File: config.mk
export PLATFORM = sky130hd
export DESIGN_NAME = lgc_cell
export DESIGN_NICKNAME = d
export VERILOG_FILES = /design/src/logic/lgc_pkg.sv /design/src/logic/lgc_cell.sv
export SDC_FILE = /design/constraint.sdc
export NUM_CORES = 1
export LEC_CHECK = 0
export BUFFER_PORTS_ARGS = -buffer_cell sky130_fd_sc_hd__buf_2
export CORE_ASPECT_RATIO = 1.2
export CORE_UTILIZATION = 63
export DETAILED_ROUTE_END_ITERATION = 8
export PLACE_DENSITY_LB_ADDON = 0.2
export SKIP_LAST_GASP = 1
export SLEW_MARGIN = 15
export SYNTH_ARGS = -nofsm -noshare
export SYNTH_HDL_FRONTEND = slang
export SYNTH_SLANG_ARGS = --single-unit
export TNS_END_PERCENT = 30
File: constraint.sdc
create_clock -name clk -period 10.3 [get_ports clk]
set_input_delay 1.03 -clock clk [delete_from_list [all_inputs] [get_ports clk]]
set_output_delay 1.03 -clock clk [all_outputs]
set_load 0.05 [all_outputs]
File: src/logic/lgc_pkg.sv
// constants and state type for the configurable logic cell
`default_nettype none
package lgc_pkg;
  localparam int          ADDR_W       = 12;
  // register word offsets, one block of four words per register
  localparam logic [11:0] OFF_CTRL     = 12'h000;
  localparam logic [11:0] OFF_SEL      = 12'h010;
  localparam logic [11:0] OFF_GLS      = 12'h020;
  // sub-word operations inside each block
  localparam logic [1:0]  OP_WRITE     = 2'h0;
  localparam logic [1:0]  OP_CLR       = 2'h1;
  localparam logic [1:0]  OP_SET       = 2'h2;
  localparam logic [1:0]  OP_INV       = 2'h3;
  // control field positions
  localparam int          CTRL_GPOL    = 16;
  localparam int          CTRL_ON      = 15;
  localparam int          CTRL_RISE_IRQ_ENABLE    = 11;
  localparam int          CTRL_FALL_IRQ_ENABLE    = 10;
  localparam int          CTRL_OE      = 7;
  localparam int          CTRL_OUT     = 6;
  localparam int          CTRL_POL     = 5;
  localparam int          CTRL_MODE    = 0;
  // select field positions
  localparam int          SEL_DS4      = 12;
  localparam int          SEL_DS3      = 8;
  localparam int          SEL_DS2      = 4;
  localparam int          SEL_DS1      = 0;
  // writable bit masks
  localparam logic [31:0] CTRL_WMASK   = 32'h000f_8ca7;
  localparam logic [31:0] SEL_WMASK    = 32'h0000_7777;
  localparam logic [31:0] GLS_WMASK    = 32'hffff_ffff;
  // reset values
  localparam logic [31:0] CTRL_RESET   = 32'h0000_0000;
  localparam logic [31:0] SEL_RESET    = 32'h0000_0000;
  localparam logic [31:0] GLS_RESET    = 32'h0000_0000;
  // core function codes
  localparam logic [2:0]  MODE_AND_OR  = 3'h0;
  localparam logic [2:0]  MODE_OR_XOR  = 3'h1;
  localparam logic [2:0]  MODE_AND4    = 3'h2;
  localparam logic [2:0]  MODE_SR      = 3'h3;
  localparam logic [2:0]  MODE_DFF_SR  = 3'h4;
  localparam logic [2:0]  MODE_DFF2_R  = 3'h5;
  localparam logic [2:0]  MODE_JK_R    = 3'h6;
  localparam logic [2:0]  MODE_LATCH   = 3'h7;

  // whole state of the cell
  typedef struct packed {
    logic [31:0] ctrl;      // cell_control, status bit kept apart
    logic [31:0] sel;       // input_mux_select
    logic [31:0] gls;       // gate_source_enable
    logic        store;     // latch or flip-flop content
    logic        clkPrev;   // gate 1 of the previous cycle
    logic        sysPhase;  // sampled image of the system clock
    logic        cellOut;   // final output, also cell_output_status
    logic        irq;       // edge interrupt pulse
    logic [31:0] rdata;     // apb read data
    logic        ready;     // apb ready
    logic        slverr;    // apb error
  } lgc_state_t;
endpackage
`default_nettype wire

File: src/logic/lgc_cell.sv
// one configurable logic cell with its apb register slave
//
// Our own choices: the APB register port and the placing of the registers.
`default_nettype none
module lgc_cell
  import lgc_pkg::*;
(
  input  wire  logic                      clk,
  input  wire  logic                      rstn,
  input  wire  logic                      psel,
  input  wire  logic                      penable,
  input  wire  logic                      pwrite,
  input  wire  logic [lgc_pkg::ADDR_W-1:0] paddr,
  input  wire  logic [31:0]               pwdata,
  output logic [31:0]                     prdata,
  output logic                            pready,
  output logic                            pslverr,
  input  wire  logic                      inputPinA,
  input  wire  logic                      inputPinB,
  input  wire  logic                      timer3Match,
  input  wire  logic                      timer2Match,
  input  wire  logic                      timer2Output,
  input  wire  logic                      timer3Output,
  input  wire  logic                      multiTimerMatch,
  input  wire  logic                      multiTimerOutA,
  input  wire  logic                      multiTimerOutB,
  input  wire  logic                      multiTimerOutC,
  input  wire  logic                      calendarEvent,
  input  wire  logic                      serialDataIn,
  input  wire  logic                      serialDataOut,
  input  wire  logic                      uartRxIn,
  input  wire  logic                      uartTxOut,
  input  wire  logic                      comparator1Out,
  input  wire  logic                      comparator2Out,
  input  wire  logic                      adcEocEvent,
  input  wire  logic                      referenceClockOut,
  input  wire  logic                      lowPowerRcClock,
  input  wire  logic                      secondaryOscillator,
  input  wire  logic                      otherCellOut,
  output logic                            cellOutput,
  output logic                            pinOutputEnable,
  output logic                            cellIrq
);
  import lgc_pkg::*;

  lgc_state_t q;       // registered state
  lgc_state_t s;       // next state
  logic [3:0] src;     // mux outputs, bit 0 is source 1
  logic [3:0] gate;    // gate outputs after polarity
  logic [7:0] pairs;   // true/negated source pairs
  logic       clkRise; // rising edge of gate 1
  logic       comb;    // function result before polarity
  logic       nextOut; // next final output
  logic       access;  // apb access phase
  logic [1:0] op;      // sub-word operation
  logic [31:0] cur;    // addressed register
  logic [31:0] wmask;  // its writable bits
  logic [31:0] newv;   // value after operation
  logic       hit;     // address decodes

  // apply a write, clear, set or invert to the writable bits only
  function automatic logic [31:0] apply(input logic [31:0] c, input logic [31:0] w,
                                        input logic [31:0] m, input logic [1:0] o);
    logic [31:0] v;
    v = w;
    case (o)
      OP_CLR:  v = c & ~w;
      OP_SET:  v = c | w;
      OP_INV:  v = c ^ w;
      default: v = w;
    endcase
    return (c & ~m) | (v & m);
  endfunction

  // input multiplexers, gates and core function
  always_comb begin
    s = q;
    // mux 1
    case (q.sel[SEL_DS1 +: 3])
      3'h7:    src[0] = multiTimerOutC;
      3'h6:    src[0] = multiTimerOutB;
      3'h5:    src[0] = multiTimerOutA;
      3'h4:    src[0] = referenceClockOut;
      3'h3:    src[0] = lowPowerRcClock;
      3'h2:    src[0] = secondaryOscillator;
      3'h1:    src[0] = q.sysPhase;
      default: src[0] = inputPinA;
    endcase
    // mux 2, reserved codes read as zero
    case (q.sel[SEL_DS2 +: 3])
      3'h6:    src[1] = multiTimerMatch;
      3'h4:    src[1] = adcEocEvent;
      3'h3:    src[1] = uartTxOut;
      3'h2:    src[1] = comparator1Out;
      3'h1:    src[1] = otherCellOut;
      3'h0:    src[1] = inputPinB;
      default: src[1] = 1'b0;
    endcase
    // mux 3, code 001 feeds back the cell's own output
    case (q.sel[SEL_DS3 +: 3])
      3'h7:    src[2] = timer3Match;
      3'h6:    src[2] = timer2Match;
      3'h5:    src[2] = timer2Output;
      3'h4:    src[2] = uartRxIn;
      3'h3:    src[2] = serialDataOut;
      3'h2:    src[2] = comparator2Out;
      3'h1:    src[2] = q.cellOut;
      default: src[2] = inputPinA;
    endcase
    // mux 4; which serial port and which partner cell is set by instance wiring
    case (q.sel[SEL_DS4 +: 3])
      3'h7:    src[3] = timer3Match;
      3'h6:    src[3] = multiTimerMatch;
      3'h5:    src[3] = calendarEvent;
      3'h3:    src[3] = serialDataIn;
      3'h2:    src[3] = timer3Output;
      3'h1:    src[3] = otherCellOut;
      3'h0:    src[3] = inputPinB;
      default: src[3] = 1'b0;
    endcase
    // byte order per gate: source 4 true down to source 1 negated
    pairs = {src[3], ~src[3], src[2], ~src[2], src[1], ~src[1], src[0], ~src[0]};
    for (int i = 0; i < 4; i++) begin
      gate[i] = (|(q.gls[8*i +: 8] & pairs)) ^ q.ctrl[CTRL_GPOL + i];
    end
    // clocked modes use gate 1 edges seen at the system clock
    clkRise = gate[0] & ~q.clkPrev;
    s.clkPrev = gate[0];
    s.sysPhase = ~q.sysPhase;
    // gate wiring: g1 clock, g2 data, g3 reset, g4 set or second data; the SR mode sets on g1 or g2, resets on g3 or g4
    comb = 1'b0;
    case (q.ctrl[CTRL_MODE +: 3])
      MODE_AND_OR: begin
        comb = (gate[0] & gate[1]) | (gate[2] & gate[3]);
      end
      MODE_OR_XOR: begin
        comb = (gate[0] | gate[1]) ^ (gate[2] | gate[3]);
      end
      MODE_AND4: begin
        comb = &gate;
      end
      MODE_SR: begin
        // set wins when both are active
        if (gate[0] | gate[1]) begin
          s.store = 1'b1;
        end else if (gate[2] | gate[3]) begin
          s.store = 1'b0;
        end
        comb = s.store;
      end
      MODE_DFF_SR: begin
        // reset dominates set, both dominate the clock
        if (gate[2]) begin
          s.store = 1'b0;
        end else if (gate[3]) begin
          s.store = 1'b1;
        end else if (clkRise) begin
          s.store = gate[1];
        end
        comb = s.store;
      end
      MODE_DFF2_R: begin
        if (gate[2]) begin
          s.store = 1'b0;
        end else if (clkRise) begin
          s.store = gate[1] & gate[3];
        end
        comb = s.store;
      end
      MODE_JK_R: begin
        if (gate[2]) begin
          s.store = 1'b0;
        end else if (clkRise) begin
          case ({gate[1], gate[3]})
            2'b10:   s.store = 1'b1;
            2'b01:   s.store = 1'b0;
            2'b11:   s.store = ~q.store;
            default: s.store = q.store;
          endcase
        end
        comb = s.store;
      end
      MODE_LATCH: begin
        // transparent while gate 1 is high; a level, not an edge
        if (gate[2]) begin
          s.store = 1'b0;
        end else if (gate[3]) begin
          s.store = 1'b1;
        end else if (gate[0]) begin
          s.store = gate[1];
        end
        comb = s.store;
      end
      default: begin
        comb = 1'b0;
      end
    endcase
    // disabled cell holds zero and forgets its stored bit
    if (!q.ctrl[CTRL_ON]) begin
      s.store = 1'b0;
    end
    nextOut = q.ctrl[CTRL_ON] & (comb ^ q.ctrl[CTRL_POL]);
    s.cellOut = nextOut;
    // with both enables set every edge pulses, so software keeps one on
    s.irq = (nextOut & ~q.cellOut & q.ctrl[CTRL_RISE_IRQ_ENABLE])
          | (~nextOut & q.cellOut & q.ctrl[CTRL_FALL_IRQ_ENABLE]);
    // apb decode
    access = psel & penable;
    op = paddr[3:2];
    hit = 1'b1;
    cur = 32'h0000_0000;
    wmask = 32'h0000_0000;
    case ({paddr[ADDR_W-1:4], 4'h0})
      OFF_CTRL: begin
        cur = q.ctrl | ({31'h0, q.cellOut} << CTRL_OUT);
        wmask = CTRL_WMASK;
      end
      OFF_SEL: begin
        cur = q.sel & SEL_WMASK;
        wmask = SEL_WMASK;
      end
      OFF_GLS: begin
        cur = q.gls;
        wmask = GLS_WMASK;
      end
      default: begin
        hit = 1'b0;
      end
    endcase
    if (paddr[1:0] != 2'h0) begin
      hit = 1'b0;
    end
    newv = apply(cur, pwdata, wmask, op);
    // one wait state: ready rises on the second access cycle
    if (access && !q.ready) begin
      s.ready = 1'b1;
      s.slverr = ~hit;
      s.rdata = (hit && !pwrite) ? cur : 32'h0000_0000;
    end else begin
      s.ready = 1'b0;
      s.slverr = 1'b0;
      s.rdata = 32'h0000_0000;
    end
    // writes land on the edge where ready is seen high
    if (access && q.ready && pwrite && hit) begin
      case ({paddr[ADDR_W-1:4], 4'h0})
        OFF_CTRL: s.ctrl = newv & ~(32'h1 << CTRL_OUT);
        OFF_SEL:  s.sel = newv & SEL_WMASK;
        default:  s.gls = newv;
      endcase
    end
  end

  // state register; reset clears every configuration field
  always_ff @(posedge clk or negedge rstn) begin
    if (!rstn) begin
      q <= '0;
    end else begin
      q <= s;
    end
  end

  // outputs come directly from the state register
  assign prdata = q.rdata;
  assign pready = q.ready;
  assign pslverr = q.slverr;
  assign cellOutput = q.cellOut;
  assign pinOutputEnable = q.ctrl[CTRL_OE];
  assign cellIrq = q.irq;
endmodule
`default_nettype wire

Word level (Yosys, flattened, before mapping) --
Cells that the tools add are included.
Word-level totals: register bits after elaboration 114, output and inout port bits 37
Operators by class: eq/ne operators 41, multiplexer cells 27, bitwise operators 44, reduce and logical (&&, ||, !) cells 22
Operators with widths (count):
- $pmux 32 s3 | 3
- $and 32x32->32 | 3
- $not 32->32 | 2
- $or 32x32->32 | 2
- $eq 3x3->1 const B | 17
- $mux 34 | 1
- $and 8x8->8 | 4
- $mux 32 | 1
- $or 32x7->32 | 1
- $reduce_or 8->1 | 4
- $xor 32x32->32 | 1
- $eq 3x2->1 const B | 10
- $pmux 1 s7 | 3
- $eq 3x1->1 const B | 5
- $mux 1 | 15
- $not 1->1 | 11
- $and 1x1->1 | 10
- $logic_not 3->1 | 3
- $eq 2x2->1 const B | 4
- $eq 8x1->1 const B | 1
- $eq 8x2->1 const B | 1
- $logic_not 8->1 | 1
- $pmux 1 s8 | 1
- $ne 6x1->1 const B | 1
- 13 further kinds | 29

Logic depth before layout (Yosys ltp) --
word-level depth 17, gate-level depth with buffers 13

Least setup slack after synthesis --
OpenSTA, ideal clock, no wires.
kind input-to-reg, start input inputPinA, end register q, in the netlist cellIrq, data arrival time 3762 ps, data required time 10221 ps, slack 6458 ps, stages on the path 11, path buffers 0, cells stage by stage mux2i_1 > mux4_2 > mux2i_1 > o211ai_1 > or4b_4 > a211oi_2 > o21ai_1 > a311o_1 > a31oi_2 > mux2i_1 > mux2i_1
RTL lines:
- from (decl) | line lgc_cell.sv:18 | input wire logic inputPinA,
- to (signal assigned) | line lgc_cell.sv:259 | q <= s;
- to (decl) | line lgc_cell.sv:46 | lgc_state_t q;

Final worst setup path --
start input paddr[9] (netlist name), end register q[64] (netlist name)
On the way: cells in the longest elaborated chain, start to end 6, elaborated cells between the ends (all ways) 20
Ends and longest elaborated chain:
- from (decl) | line lgc_cell.sv:13 | input wire logic [lgc_pkg::ADDR_W-1:0] paddr,
- $eq 8x2->1, or another cell as far along | line lgc_cell.sv:213 | case ({paddr[ADDR_W-1:4], 4'h0})
- $pmux 32 s3 / $reduce_or 3->1 (equally long branches)
- $xor 32x32->32, or another cell as far along | line lgc_cell.sv:69 | OP_INV: v = c ^ w;
- $pmux 32 s3 / $mux 1 (equally long branches) | line lgc_cell.sv:66, lgc_cell.sv:230
- $and 32x32->32 / $logic_and 1x1->1 (equally long branches) | line lgc_cell.sv:72, lgc_cell.sv:245
- $or 32x32->32 / $reduce_and 2->1 (equally long branches)
Several ways; a longest one is shown, not always the timed one. A chain may end at the register's enable or synchronous reset.

==> reports/metrics.yaml <==
core_area_mm2: 0.0117
fp.dieArea_mm2: 0.0125
internal-power_uw: 918
reg2reg_to: "cellIrq"
netlist.area_leader.share_pct: 37.6
power.share.clock_pct: 54.0
htree_levels: 4
netlist_top_cells_area: "sky130_fd_sc_hd__dfrtp_1 38%, sky130_fd_sc_hd__ha_1 11%, sky130_fd_sc_hd__mux4_2 10%, sky130_fd_sc_hd__inv_1 5.2%, sky130_fd_sc_hd__mux2i_1 5.0%"
grt_start_max_net_pins: 84
initial_core_util_pct: 65.1
netSwitchingFraction_pct: 21.5
drt_first_pass_iters: 6
pwr-share-seq_pct: 38.4
worstSkewPairLatency_ps: 410
tritoncts.num_buffers: 17
floorplan.die.height_um: 122
dpl.hpwl_mm: 11.6
drt-initial-drc-count: 361
timing.final.hold_violations: 0
rows: 43
final-seq-area_mm2: 0.00285
max_freq_ghz: 0.225
leakage_nw: 4.48
post_cts_resized: 0
global_route_wire_length_before_repair_mm: 28.3
multi_input_gate_area_mm2: 0.00386
setup_repair_after_global_routing_missed_its_margin: "no"
via_count_of_the_first_global_routing_pass: 5978
finalInstanceArea_mm2: 0.00856
timing.critical_path.from: "paddr[9]"
critPathCapture: "q[64]"
setup-violations-final: 0
clock_period_minus_final_worst_setup_slack_ps: 4440
cp.required_ps: 10570
post_route_cells_drive_above_1_share_pct: 25.7
timing.critical_path.fanout_max: 20
dr_total_vias: 5801
run_status: "complete, no violations"
endpoint_kind: "register"
globalRoute.totalOverflow: 0
asyncSetResetFlopFracSynth_pct: 100
syn-mean-instance-area_um2: 9.68
worstPathArrival_ps: 4710
switching_power_uw: 251
die_width_um: 102
port_buffers: 107
ys_dominant_reg_cell: "sky130_fd_sc_hd__dfrtp_1"
power_density_mw_per_mm2: 137
tritoncts_num_sinks: 114
yosysUniqueCellTypes: 58
route.detailed.drc: 0
placer_s_final_routability_congestion_estimate: 0.852
period_share_pct: 43.1
vdd.ir_drop.worst_mv: 0.114
ctsHoldBuffers: 0
utilization_pct: 73.3
worst-r2r-setup-slack_ps: 6450
hold_ws_ps: 377
max-clock-path-buffers: 2
reg2regPathDepth: 11
worst_setup_path_start_kind: "input port"
critical_path.reg2reg.startpoint: "q[79]"
max-slew-margin-rel_pct: 26.5
number_of_antenna_violations_at_the_first_check_in_global_routing: 0
synth_largest_area_cell: "sky130_fd_sc_hd__dfrtp_1"
yosysWarningCount: 0
synth-edff-count: 0
final.setup_skew_ps: 7.89
report.power.total_mw: 1.17
share_comb_of_total_power_pct: 7.6
routed_wl_mm: 17.3
synthesis.nets: 920
area.growth.synth_to_final_pct: 12.7
finalMaxSlewViolations: 0
routed_via_density: 5.84
gr_usage_total_pct: 30.1
diodes: 0
synthesis.instances: 785
design.final.nets: 959
ctsRootBufferMaster: "sky130_fd_sc_hd__clkbuf_16"
worst_hold_path_type: "register to register"
synth_sequential_area_ratio_pct: 37.6
finalSetupTns_ps: 0
fill_cells: 843
maxCapViolCount: 0
place_area_mm2: 0.00789
clk_pin_slew_ps: 50
tightest_slew_ps: 1100
floorplan.io_pins: 108
cts_tree: "done"
ant_nets: 0
post_cts.repair.setup_buffers: 0
syn-cell-area_mm2: 0.00760
critPathKind: "input port to register"
synth.ff_latch_count: 114
routed_wl_per_cell_um: 17.4
## routing by layer
metal / GRT usage (%) / vias to the layer above / routed length, um
li1: - / 2686 / -
met1: 36.1 / 2852 / 6760
met2: 52.4 / 231 / 9130
met3: 5.64 / 32 / 999
met4: 13.1 / 0 / 404
met5: 0 / - / 0
## Yosys cell counts, types with 2 or more instances
cell and count:
sky130_fd_sc_hd__nand3b_1 2, sky130_fd_sc_hd__buf_2 2, sky130_fd_sc_hd__a22oi_1 33, sky130_fd_sc_hd__a21oi_1 26
sky130_fd_sc_hd__nand2_1 85, sky130_fd_sc_hd__nor4_1 2, sky130_fd_sc_hd__o211ai_1 3, sky130_fd_sc_hd__and2_0 6
sky130_fd_sc_hd__o22ai_1 2, sky130_fd_sc_hd__mux4_2 34, sky130_fd_sc_hd__clkbuf_1 52, sky130_fd_sc_hd__mux2i_1 38
sky130_fd_sc_hd__dfrtp_1 114, sky130_fd_sc_hd__o21ai_0 50, sky130_fd_sc_hd__or2b_1 2, sky130_fd_sc_hd__and3_1 2
sky130_fd_sc_hd__mux2_2 20, sky130_fd_sc_hd__buf_4 33, sky130_fd_sc_hd__nand2b_1 9, sky130_fd_sc_hd__nor3_1 5
sky130_fd_sc_hd__a31oi_1 2, sky130_fd_sc_hd__or2_2 3, sky130_fd_sc_hd__ha_1 64, sky130_fd_sc_hd__buf_1 4
sky130_fd_sc_hd__inv_1 106, sky130_fd_sc_hd__nor2_1 53, sky130_fd_sc_hd__and2_1 2
## how the worst min path moves through the flow
| stage | cells past startpoint | endpoint | slack [ps] | from |
|---|---|---|---|---|
| after floorplan | 1 | q[36] | 390 | q[36] |
| after global placement | 0 | q[112] | 370 | q[112] |
| after detailed placement | 0 | q[115] | 370 | q[115] |
| after CTS | 0 | q[116] | 380 | q[116] |
| after global routing | 0 | q[116] | 390 | q[116] |
| final | 0 | q[117] | 380 | q[117] |
## cell families after synthesis
group / Yosys count / synth area share, %
fa+ha+maj: 64 / 10.5
mux: 92 / 18.1
xor+xnor: 1 / 0.115
simple gates: 182 / 10.7
compound gates: 132 / 11.2
flops: 114 / 37.6
buf+inv: 200 / 11.8
## area by class of cell
type	instances	share of cell area, %
multi-input combinational	471	45.1
sequential	114	33.3
timing repair buffer	114	7.13
clock buffer	22	5.66
inverter	106	4.65
tap	157	2.29
clock inverter	10	1.80
## metrics by stage
step	setup WS, ps	cells
final	5860	994
after global routing	5660	994
after CTS	5990	993
after detailed placement	5600	961
after global placement	5770	961
after floorplan	6460	785
## flip-flops by register name, indices dropped and copies added (netlist names)
register / flops
cellOutput: 1
pinOutputEnable: 1
cellIrq: 1
pready: 1
q: 77
pslverr: 1
prdata: 32
## power groups by stage
| stage | registers, mW | logic (mW) | clock network, mW |
|---|---|---|---|
| after floorplan | 0.458 | 0.0498 | 0 |
| after global placement | 0.457 | 0.0840 | 0 |
| after detailed placement | 0.457 | 0.0881 | 0 |
| after CTS | 0.449 | 0.0886 | 0.637 |
| after global routing | 0.449 | 0.0989 | 0.655 |
| final | 0.449 | 0.0891 | 0.631 |
## worst max-delay path, cell delays in order
cell and delay (ps):
sky130_fd_sc_hd__buf_2 90, sky130_fd_sc_hd__nor2_1 130, sky130_fd_sc_hd__nand3_1 480, sky130_fd_sc_hd__nor2_1 830
sky130_fd_sc_hd__and2_1 570, sky130_fd_sc_hd__buf_4 370, sky130_fd_sc_hd__a22oi_1 160, sky130_fd_sc_hd__ha_1 310
sky130_fd_sc_hd__mux4_2 470, sky130_fd_sc_hd__a22oi_1 180, sky130_fd_sc_hd__o21ai_0 90
## cell usage in the layout, fill, tap and decap left out, types with 2 or more instances in the layout
cell type                   Yosys  layout
sky130_fd_sc_hd__a21oi_1       26      26
sky130_fd_sc_hd__a22oi_1       33      33
sky130_fd_sc_hd__a31oi_1        2       2
sky130_fd_sc_hd__and2_0         6       6
sky130_fd_sc_hd__and2_1         2       2
sky130_fd_sc_hd__and3_1         2       2
sky130_fd_sc_hd__buf_2          2     106
sky130_fd_sc_hd__buf_4         33       7
sky130_fd_sc_hd__bufinv_16      0       4
sky130_fd_sc_hd__clkbuf_16      0      17
sky130_fd_sc_hd__clkbuf_8       1       4
sky130_fd_sc_hd__clkinv_2       0       5
sky130_fd_sc_hd__dfrtp_1      114     114
sky130_fd_sc_hd__ha_1          64      64
sky130_fd_sc_hd__inv_1        106     106
sky130_fd_sc_hd__mux2_2        20      20
sky130_fd_sc_hd__mux2i_1       38      38
sky130_fd_sc_hd__mux4_2        34      34
sky130_fd_sc_hd__nand2_1       85      85
sky130_fd_sc_hd__nand2b_1       9       9
sky130_fd_sc_hd__nand3b_1       2       2
sky130_fd_sc_hd__nor2_1        53      53
sky130_fd_sc_hd__nor3_1         5       4
sky130_fd_sc_hd__nor4_1         2       2
sky130_fd_sc_hd__o211ai_1       3       3
sky130_fd_sc_hd__o21ai_0       50      49
sky130_fd_sc_hd__o22ai_1        2       2
sky130_fd_sc_hd__or2_2          3       3
sky130_fd_sc_hd__or2b_1         2       2
Power figures use the tool's default switching activity.
